`config.mk`:
```
export PLATFORM = sky130hd
export DESIGN_NAME = ipc_irq_priority
export DESIGN_NICKNAME = d
export VERILOG_FILES = /design/src/verilog/ipc_pkg.sv /design/src/verilog/ipc_irq_priority.sv
export SDC_FILE = /design/constraint.sdc
export NUM_CORES = 1
export LEC_CHECK = 0
export ABC_AREA = 1
export BUFFER_PORTS_ARGS = -buffer_cell sky130_fd_sc_hd__buf_4
export CAP_MARGIN = 20
export CORE_UTILIZATION = 50
export CTS_BUF_LIST = sky130_fd_sc_hd__clkbuf_4 sky130_fd_sc_hd__clkbuf_8 sky130_fd_sc_hd__clkbuf_16
export CTS_CLUSTER_SIZE = 24
export DETAILED_ROUTE_END_ITERATION = 10
export PLACE_DENSITY = 0.7
export SYNTH_ARGS = -nofsm -noshare
export SYNTH_HDL_FRONTEND = slang
export SYNTH_SLANG_ARGS = --single-unit
```
`constraint.sdc`:
```
create_clock -name clk -period 11.1 [get_ports clk]
set_input_delay 1.11 -clock clk [delete_from_list [all_inputs] [get_ports clk]]
set_output_delay 1.11 -clock clk [all_outputs]
set_load 0.005 [all_outputs]
```
`src/verilog/ipc_pkg.sv`:
```
// package of the interrupt priority and external request block
// assumes a 32-bit classic wishbone bus with byte addresses
package ipc_pkg;
  // register byte offsets
  localparam logic [7:0] OFF_PRIO_LO = 8'hB8;
  localparam logic [7:0] OFF_PRIO_HI = 8'hBA;
  localparam logic [7:0] OFF_EXT_PRIO = 8'hBC;
  localparam logic [7:0] OFF_EXT_CTRL = 8'hC0;
  localparam logic [7:0] OFF_TMR_CTRL = 8'h88;
  localparam logic [7:0] OFF_SRC_EN = 8'hA8;
  localparam logic [7:0] OFF_IRQ_STAT = 8'hD0;
  localparam logic [7:0] OFF_IRQ_MASK = 8'hD4;
  localparam logic [7:0] OFF_SERVICE = 8'hD8;
  localparam logic [7:0] OFF_BIT_SET = 8'hE0;
  localparam logic [7:0] OFF_BIT_CLR = 8'hE4;
  localparam logic [7:0] OFF_ARB = 8'hE8;
  // reset values
  localparam logic [7:0] RST_BYTE = 8'h00;
  // ext_request_control field positions
  localparam int XC_TYPE2 = 0;
  localparam int XC_FLAG2 = 1;
  localparam int XC_EN2 = 2;
  localparam int XC_LO2 = 3;
  localparam int XC_TYPE3 = 4;
  localparam int XC_FLAG3 = 5;
  localparam int XC_EN3 = 6;
  localparam int XC_LO3 = 7;
  // timer_control_reg field positions
  localparam int TC_TYPE0 = 0;
  localparam int TC_FLAG0 = 1;
  localparam int TC_TYPE1 = 2;
  localparam int TC_FLAG1 = 3;
  // extended priority writable mask
  localparam logic [7:0] EXT_PRIO_MASK = 8'h07;
  // source count and index order (natural order)
  localparam int NSRC = 8;
  localparam int SRC_EXT2 = 6;
  localparam int SRC_EXT3 = 7;
  // machine cycle length in clocks
  localparam int MC_CLKS = 12;
  // arbitration result
  typedef struct packed {
    logic valid;
    logic [1:0] level;
    logic [2:0] src;
  } ipc_arb_s;
endpackage

```
`src/verilog/ipc_irq_priority.sv`:
```
// interrupt priority levels and external request pins, wishbone slave
// assumes synchronous request pins and a core that reports service
// Functional notes
// RL1: low priority bits, timer2 at 5 down
// RL2: high priority bits, ext3 at 7 down
// RL3: level is high bit joined with low
// RL4: ext2/ext3 low bits in control bits 3,7
// RL5: extended priority low bits 2..0, rest reserved
// RL6: ext3/ext2 pass only when enabled
// RL7: type bit 0 level, 1 falling edge
// RL8: edge flag sticks until cleared or serviced
// RL9: level mode flag mirrors inverted pin
// RL10: control register has single-bit access
// RL11: ext0/ext1 type and flags in timer control
// RL12: sample once per machine cycle, high-low
// RL13: requester holds each level one machine cycle
// RL14: ext0/ext1 edge flags clear on service
// RL15: 00 lowest, 11 highest level
// RL16: preempt only by strictly higher level
// RL17: ties resolved by fixed natural order
// RL18: pending needs flag and enable both
`timescale 1ns/1ns
`default_nettype none
module ipc_irq_priority #(
  parameter int MC_CLKS = ipc_pkg::MC_CLKS
) (
  input wire logic clk,
  input wire logic rst_n,
  input wire logic wb_cyc_i,
  input wire logic wb_stb_i,
  input wire logic wb_we_i,
  input wire logic [7:0] wb_adr_i,
  input wire logic [3:0] wb_sel_i,
  input wire logic [31:0] wb_dat_i,
  output logic [31:0] wb_dat_o,
  output logic wb_ack_o,
  input wire logic [3:0] extRequestPin,
  input wire logic [5:0] otherReq,
  input wire logic serviceStart,
  input wire logic [2:0] serviceSrc,
  input wire logic serviceEnd,
  output logic irq,
  output ipc_pkg::ipc_arb_s arbOut
);
  ////////////////////////////////////////////////////////////////////
  // registers
  logic [7:0] prioLo_q; // low priority bits
  logic [7:0] prioHi_q; // high priority bits
  logic [7:0] extPrio_q; // extended low bits
  logic [7:0] extCtrl_q; // ext2/ext3 control
  logic [7:0] tmrCtrl_q; // ext0/ext1 type and flags
  logic [7:0] srcEn_q; // enable of sources 0..5, natural order; ext2/ext3 use their control enables
  logic [7:0] irqStat_q; // sticky request events
  logic [7:0] irqMask_q; // mask for irq output
  logic [7:0] arbLvl_q; // arbitrated request
  logic [3:0] pinPrev_q; // previous machine cycle sample
  logic [7:0] mcCnt_q; // machine cycle divider
  logic [1:0] actLvl_q [4]; // nesting stack of levels
  logic [2:0] depth_q; // nesting depth
  logic ack_q;
  logic [31:0] rdat_q;
  ipc_pkg::ipc_arb_s arb_q;
  logic irq_q;

  logic wbReq; // new bus request
  logic wrEn; // byte0 write strobe
  logic [7:0] wbyte; // write byte
  logic mcTick; // once per machine cycle
  logic [3:0] fall; // detected falling edges
  logic [3:0] edgeMode; // per pin edge select
  logic [1:0] lvl [ipc_pkg::NSRC]; // per source level
  logic [7:0] pend; // pending sources
  ipc_pkg::ipc_arb_s arb_d;
  logic [1:0] curLvl; // running routine level
  logic running;
  logic [7:0] extCtrl_d; // next ext2/ext3 control
  logic [7:0] tmrCtrl_d; // next ext0/ext1 type and flags
  logic [7:0] statClr; // status bits written with one

  assign wbReq = wb_cyc_i && wb_stb_i && !ack_q;
  // a write lands at the edge where the master sees ack, while it still holds the request
  assign wrEn = wb_cyc_i && wb_stb_i && ack_q && wb_we_i && wb_sel_i[0];
  assign statClr = (wrEn && wb_adr_i == ipc_pkg::OFF_IRQ_STAT) ? wbyte : 8'h00;
  assign wbyte = wb_dat_i[7:0];
  assign mcTick = (mcCnt_q == 8'(MC_CLKS - 1));
  assign edgeMode = {extCtrl_q[ipc_pkg::XC_TYPE3], extCtrl_q[ipc_pkg::XC_TYPE2],
                     tmrCtrl_q[ipc_pkg::TC_TYPE1], tmrCtrl_q[ipc_pkg::TC_TYPE0]};

  ////////////////////////////////////////////////////////////////////
  // machine cycle divider
  always_ff @(posedge clk or negedge rst_n)
  begin
    if (!rst_n)
      mcCnt_q <= 8'h00;
    else if (mcTick)
      mcCnt_q <= 8'h00;
    else
      mcCnt_q <= mcCnt_q + 8'h01;
  end

  // pin sample once per machine cycle
  always_ff @(posedge clk or negedge rst_n)
  begin
    if (!rst_n)
      pinPrev_q <= 4'hF;
    else if (mcTick)
      pinPrev_q <= extRequestPin; // see RL12
  end

  // high then low across two machine cycle samples; relies on see RL13
  assign fall = mcTick ? (pinPrev_q & ~extRequestPin) : 4'h0; // see RL12

  ////////////////////////////////////////////////////////////////////
  // plain configuration registers
  always_ff @(posedge clk or negedge rst_n)
  begin
    if (!rst_n)
    begin
      prioLo_q <= ipc_pkg::RST_BYTE;
      prioHi_q <= ipc_pkg::RST_BYTE;
      extPrio_q <= ipc_pkg::RST_BYTE;
      srcEn_q <= ipc_pkg::RST_BYTE;
      irqMask_q <= ipc_pkg::RST_BYTE;
    end
    else if (wrEn)
    begin
      case (wb_adr_i)
        ipc_pkg::OFF_PRIO_LO: prioLo_q <= wbyte & 8'h3F; // see RL1
        ipc_pkg::OFF_PRIO_HI: prioHi_q <= wbyte; // see RL2
        ipc_pkg::OFF_EXT_PRIO: extPrio_q <= wbyte & ipc_pkg::EXT_PRIO_MASK; // see RL5
        ipc_pkg::OFF_SRC_EN: srcEn_q <= wbyte;
        ipc_pkg::OFF_IRQ_MASK: irqMask_q <= wbyte;
        default: ;
      endcase
    end
  end

  ////////////////////////////////////////////////////////////////////
  // ext2/ext3 control next value; byte, set-bit and clear-bit writes
  always_comb
  begin
    extCtrl_d = extCtrl_q;
    if (wrEn && wb_adr_i == ipc_pkg::OFF_EXT_CTRL)
      extCtrl_d = wbyte;
    else if (wrEn && wb_adr_i == ipc_pkg::OFF_BIT_SET)
      extCtrl_d = extCtrl_q | (8'h01 << wbyte[2:0]); // see RL10
    else if (wrEn && wb_adr_i == ipc_pkg::OFF_BIT_CLR)
      extCtrl_d = extCtrl_q & ~(8'h01 << wbyte[2:0]); // see RL10
    // service start clears edge flag
    if (serviceStart && serviceSrc == 3'(ipc_pkg::SRC_EXT2) && extCtrl_d[ipc_pkg::XC_TYPE2])
      extCtrl_d[ipc_pkg::XC_FLAG2] = 1'b0; // see RL8
    if (serviceStart && serviceSrc == 3'(ipc_pkg::SRC_EXT3) && extCtrl_d[ipc_pkg::XC_TYPE3])
      extCtrl_d[ipc_pkg::XC_FLAG3] = 1'b0; // see RL8
    // edge sets win over clears; level mode mirrors inverted pin
    if (extCtrl_d[ipc_pkg::XC_TYPE2])
      extCtrl_d[ipc_pkg::XC_FLAG2] = extCtrl_d[ipc_pkg::XC_FLAG2] | fall[2]; // see RL7
    else
      extCtrl_d[ipc_pkg::XC_FLAG2] = ~extRequestPin[2]; // see RL9
    if (extCtrl_d[ipc_pkg::XC_TYPE3])
      extCtrl_d[ipc_pkg::XC_FLAG3] = extCtrl_d[ipc_pkg::XC_FLAG3] | fall[3]; // see RL7
    else
      extCtrl_d[ipc_pkg::XC_FLAG3] = ~extRequestPin[3]; // see RL9
  end

  // ext2/ext3 control register
  always_ff @(posedge clk or negedge rst_n)
  begin
    if (!rst_n)
      extCtrl_q <= ipc_pkg::RST_BYTE;
    else
      extCtrl_q <= extCtrl_d;
  end

  // ext0/ext1 type and flags, next value
  always_comb
  begin
    tmrCtrl_d = tmrCtrl_q;
    if (wrEn && wb_adr_i == ipc_pkg::OFF_TMR_CTRL)
      tmrCtrl_d = wbyte & 8'h0F; // see RL11
    if (serviceStart && serviceSrc == 3'h0 && tmrCtrl_d[ipc_pkg::TC_TYPE0])
      tmrCtrl_d[ipc_pkg::TC_FLAG0] = 1'b0; // see RL14
    if (serviceStart && serviceSrc == 3'h2 && tmrCtrl_d[ipc_pkg::TC_TYPE1])
      tmrCtrl_d[ipc_pkg::TC_FLAG1] = 1'b0; // see RL14
    // an edge in the service cycle still sets the flag
    if (tmrCtrl_d[ipc_pkg::TC_TYPE0])
      tmrCtrl_d[ipc_pkg::TC_FLAG0] = tmrCtrl_d[ipc_pkg::TC_FLAG0] | fall[0]; // see RL12
    else
      tmrCtrl_d[ipc_pkg::TC_FLAG0] = ~extRequestPin[0]; // level mode follows inverted pin
    if (tmrCtrl_d[ipc_pkg::TC_TYPE1])
      tmrCtrl_d[ipc_pkg::TC_FLAG1] = tmrCtrl_d[ipc_pkg::TC_FLAG1] | fall[1]; // see RL12
    else
      tmrCtrl_d[ipc_pkg::TC_FLAG1] = ~extRequestPin[1]; // level mode follows inverted pin
  end

  // ext0/ext1 type and flags register
  always_ff @(posedge clk or negedge rst_n)
  begin
    if (!rst_n)
      tmrCtrl_q <= ipc_pkg::RST_BYTE;
    else
      tmrCtrl_q <= tmrCtrl_d;
  end

  ////////////////////////////////////////////////////////////////////
  // level per source and pending set
  generate
    for (genvar i = 0; i < ipc_pkg::NSRC; i++)
    begin : g_lvl
      // bit positions in natural order 0..5 match the low register; see RL1
      if (i < 6)
      begin : g_core
        localparam int P = (i == 0) ? 0 : (i == 1) ? 1 : (i == 2) ? 2 :
                           (i == 3) ? 3 : (i == 4) ? 4 : 5;
        assign lvl[i] = {prioHi_q[P], prioLo_q[P]}; // see RL3
      end
      else if (i == ipc_pkg::SRC_EXT2)
      begin : g_x2
        assign lvl[i] = {prioHi_q[i], extCtrl_q[ipc_pkg::XC_LO2]}; // see RL4
      end
      else
      begin : g_x3
        assign lvl[i] = {prioHi_q[i], extCtrl_q[ipc_pkg::XC_LO3]}; // see RL4
      end
    end
  endgenerate

  always_comb
  begin
    pend = 8'h00;
    pend[0] = tmrCtrl_q[ipc_pkg::TC_FLAG0] & srcEn_q[0]; // see RL18
    pend[1] = otherReq[0] & srcEn_q[1];
    pend[2] = tmrCtrl_q[ipc_pkg::TC_FLAG1] & srcEn_q[2];
    pend[3] = otherReq[1] & srcEn_q[3];
    pend[4] = otherReq[2] & srcEn_q[4];
    pend[5] = otherReq[3] & srcEn_q[5];
    pend[6] = extCtrl_q[ipc_pkg::XC_FLAG2] & extCtrl_q[ipc_pkg::XC_EN2]; // see RL6
    pend[7] = extCtrl_q[ipc_pkg::XC_FLAG3] & extCtrl_q[ipc_pkg::XC_EN3]; // see RL6
  end

  ////////////////////////////////////////////////////////////////////
  // arbitration: highest level, then lowest natural index
  assign running = (depth_q != 3'h0);
  assign curLvl = running ? actLvl_q[2'(depth_q - 3'h1)] : 2'h0;

  always_comb
  begin
    arb_d = '0;
    for (int i = ipc_pkg::NSRC - 1; i >= 0; i--)
    begin
      // >= with descending index keeps lowest index on ties; see RL17
      if (pend[i] && (!arb_d.valid || lvl[i] >= arb_d.level))
      begin
        arb_d.valid = 1'b1;
        arb_d.level = lvl[i]; // 00 lowest, 11 highest; see RL15
        arb_d.src = 3'(i);
      end
    end
    // while serviced, only a strictly higher level gets through; see RL16
    if (running && arb_d.level <= curLvl)
      arb_d.valid = 1'b0;
  end

  always_ff @(posedge clk or negedge rst_n)
  begin
    if (!rst_n)
      arb_q <= '0;
    else
      arb_q <= arb_d;
  end

  // nesting stack of running levels
  always_ff @(posedge clk or negedge rst_n)
  begin
    if (!rst_n)
    begin
      depth_q <= 3'h0;
      for (int k = 0; k < 4; k++)
        actLvl_q[k] <= 2'h0;
    end
    else if (serviceStart && depth_q < 3'h4)
    begin
      actLvl_q[2'(depth_q)] <= lvl[serviceSrc]; // see RL16
      depth_q <= depth_q + 3'h1;
    end
    else if (serviceEnd && running)
      depth_q <= depth_q - 3'h1;
  end

  ////////////////////////////////////////////////////////////////////
  // sticky status of pin events, write one to clear, set wins
  always_ff @(posedge clk or negedge rst_n)
  begin
    if (!rst_n)
      irqStat_q <= ipc_pkg::RST_BYTE;
    else
      irqStat_q <= (irqStat_q & ~statClr) | {4'h0, fall};
  end

  always_ff @(posedge clk or negedge rst_n)
  begin
    if (!rst_n)
      irq_q <= 1'b0;
    else
      irq_q <= |(irqStat_q & irqMask_q);
  end

  ////////////////////////////////////////////////////////////////////
  // bus answer: one cycle after the request
  always_ff @(posedge clk or negedge rst_n)
  begin
    if (!rst_n)
    begin
      ack_q <= 1'b0;
      rdat_q <= 32'h0000_0000;
    end
    else
    begin
      ack_q <= wbReq;
      if (wbReq && !wb_we_i)
      begin
        case (wb_adr_i)
          ipc_pkg::OFF_PRIO_LO: rdat_q <= {24'h0, prioLo_q};
          ipc_pkg::OFF_PRIO_HI: rdat_q <= {24'h0, prioHi_q};
          ipc_pkg::OFF_EXT_PRIO: rdat_q <= {24'h0, extPrio_q};
          ipc_pkg::OFF_EXT_CTRL: rdat_q <= {24'h0, extCtrl_q};
          ipc_pkg::OFF_TMR_CTRL: rdat_q <= {24'h0, tmrCtrl_q};
          ipc_pkg::OFF_SRC_EN: rdat_q <= {24'h0, srcEn_q};
          ipc_pkg::OFF_IRQ_STAT: rdat_q <= {24'h0, irqStat_q};
          ipc_pkg::OFF_IRQ_MASK: rdat_q <= {24'h0, irqMask_q};
          ipc_pkg::OFF_ARB: rdat_q <= {21'h0, depth_q, 2'h0, arb_q};
          default: rdat_q <= 32'h0000_0000; // unmapped reads zero
        endcase
      end
    end
  end

  assign wb_ack_o = ack_q;
  assign wb_dat_o = rdat_q;
  assign irq = irq_q;
  assign arbOut = arb_q;
endmodule
`default_nettype wire

```
==> run metrics <==
gpl congestion=0.926; Synth area leaders=dfrtp_1, nand2_1, inv_1; Hold EP=mcCnt_q[0]$_DFF_PN0_; worst reg-to-reg path cell count=54; worst min-delay path category=reg -> reg; Initial Utilization=51.5%; CTS tree=yes; startpoint types=register; Yosys warnings=0; routed vias/inst=5.60; global route overflow=0; initial antenna violation count=0; Iter 0 DRT Violations=375; gr usage total=28.0%; area share of the largest cell type after synthesis=40.8%; CP endpoint kind=register; pin count of the biggest net entering global routing=74; fmax=132 MHz; vias in the first global route=4859; die height=108 um; Final Setup Violations=0; Crit Path Class=reg -> reg; top-count cell post-synth=nand2_1; antenna cells=0; clk_skew=0.0136 ns; setup bufs post-CTS=0; Tot Pwr=0.000766 W; clock root buffer=clkbuf_8; IO Pins=104; most used cell, CP=ha_1; Sequential cell area=2380 um2; # port buffers=53; area of the die=11600 um2; HP Start=mcCnt_q[0]$_DFF_PN0_; Fin. Hold Viols=0; Setup Total Neg Slack=0 ns; number of distinct library cells after synthesis=50; Layout Cells excl Fill=905; DRC=0; CP max stage delay=0.49 ns; outcome=finished clean; Post-Synthesis Cells=704; Area Growth Syn to Fin=11.5%; DP HPWL=11800 um; die span in x=108 um; crit path max fanout=7; Synth Register Bits=95; worst reg2reg path startpoint=extCtrl_q[5]$_DFF_PN0_; htree depth=3; RR Endpoint=arbOut[5]$_DFF_PN0_; Mapped Avg Cell Area=7.93 um2; clk_lat worst skew=0.37 ns; CP max stage cell=dfrtp_1; max-cap viol count=0; power per standard cell area=123 nW/um2; Max rail drop VDD=88.9 uV; r2r setup slk=3.54 ns; core footprint=10800 um2; Clock Path Buffers=2; hold_buf cts=0; multi-input logic area=2680 um2; routed length per instance=16.7 um; Tightest Pin Transition=0.899 ns; sequential-to-total area share from yosys stat=42.7%; Post-Syn Area=5580 um2; DP Cell Count=888; clock-pin slew on the worst setup and hold paths=0.10 ns; leakage power figure=3.03 nW; Post-synth EDFFs=0; area leader, netlist=dfrtp_1; proportion of layout cells with a drive suffix above 1=18.7%; Synth async-reset ratio=100%; first-pass GRT wire length=24400 um; Post-synth top cells=nand2_1, dfrtp_1, inv_1; overall routed net length=15100 um; final net count=843; unrepaired setup endpoints after global routing=no; crit path time final=7.56 ns; post-route ant nets=0; Hold Crit Depth=1; Slew HR=40.1%; critical path arrival=7.85 ns; Data required, critical path=11.39 ns; number of CTS-inserted buffers=9; std cell rows=38; Filler cells=1022; Tcrit/Tclk final=68.1%; Post-synth top flop=dfrtp_1; drt pass-1 iters=5; Sink Count=95; Via Count=5070; max-slew violation count=0; PostCTS Resize Cnt=0
stage by stage:
stage,utilization [%],hold slack (ns),setup slack [ns],instance area (um2)
global route,57.4,0.506,2.73,6220
floorplan,-,0.433,4.45,5660
detailed placement,55.8,0.458,3.59,6040
global placement,55.8,0.446,3.90,6040
CTS,57.4,0.471,3.55,6220
finish,57.4,0.466,3.54,6220
routing by layer:
| metal | share of wire, % | GRT usage (%) | vias up |
|---|---|---|---|
| li1 | - | - | 2429 |
| met3 | 6.7 | 5.87 | 37 |
| met5 | 0 | 0 | - |
| met2 | 48 | 45.7 | 205 |
| met1 | 43 | 36.5 | 2399 |
| met4 | 2.8 | 10.3 | 0 |
cells in the final DEF (no fill, tap or decap), types with 5 or more instances in the layout:
master / n
nand2_1: 159
dfrtp_1: 91
inv_1: 76
buf_4: 54
o21ai_1: 49
nor2_1: 40
o21ai_0: 37
inv_2: 29
a21oi_1: 27
conb_1: 21
ha_1: 19
nand3_1: 17
a221oi_1: 12
nand2_2: 11
nor3_1: 10
clkbuf_8: 9
nand3_2: 7
o31ai_1: 7
nor2_2: 6
o21ai_2: 6
o2111ai_1: 6
o221ai_1: 5
kinds of logic (layout without fill, tap and decap cells):
group,count (synthesis),after routing,synth area share (%)
and+or+nand+nor,270,270,21.9
AOI/OAI and AO/OA,178,178,19.7
buffers and inverters,136,177,10.6
DFF,95,95,42.7
adders and majority gates,19,19,4.26
xor gates and xnor gates,5,5,0.785
other,1,21,0.0672
sequential cells by signal (all words and copies together) (netlist names), 6 cells and up:
register,count
actLvl_q,8
prioHi_q,8
srcEn_q,8
arbOut,6
irqStat_q,8
extCtrl_q,8
mcCnt_q,8
irqMask_q,8
prioLo_q,6
wb_dat_o,11
worst max-delay path, delay by kind of cell (launching register included):
kind	cells	cell delay [ns]
buf+inv	5	0.30
compound gates	15	1.84
flops	1	0.49
simple gates	26	2.65
fa+ha+maj	8	2.15
final cells by class:
class / instances / area share, %
clock buffers: 10 / 2.11
clock inverters: 6 / 0.704
inverters: 106 / 6.39
multi-input cells: 493 / 43.1
flip-flops and latches: 95 / 38.3
well taps: 140 / 2.81
repair buffers: 55 / 6.59
worst max-delay path by stage:
stage / depth (start not counted) / from / end / slack, ns
CTS: 54 / extCtrl_q[5]$_DFF_PN0_ / arbOut[5]$_DFF_PN0_ / 3.55
finish: 54 / extCtrl_q[5]$_DFF_PN0_ / arbOut[5]$_DFF_PN0_ / 3.54
global route: 55 / extCtrl_q[5]$_DFF_PN0_ / arbOut[5]$_DFF_PN0_ / 2.73
global placement: 55 / extCtrl_q[5]$_DFF_PN0_ / arbOut[5]$_DFF_PN0_ / 3.90
detailed placement: 54 / extCtrl_q[5]$_DFF_PN0_ / arbOut[5]$_DFF_PN0_ / 3.59
floorplan: 55 / extCtrl_q[5]$_DFF_PN0_ / arbOut[5]$_DFF_PN0_ / 4.45
power breakdown:
group	switching (W)	internal, W
logic	0.000101	0.0000616
clock network	0.000126	0.0000853
registers	0.0000208	0.000371
total	0.000248	0.000518
Power figures use the tool's default switching activity.
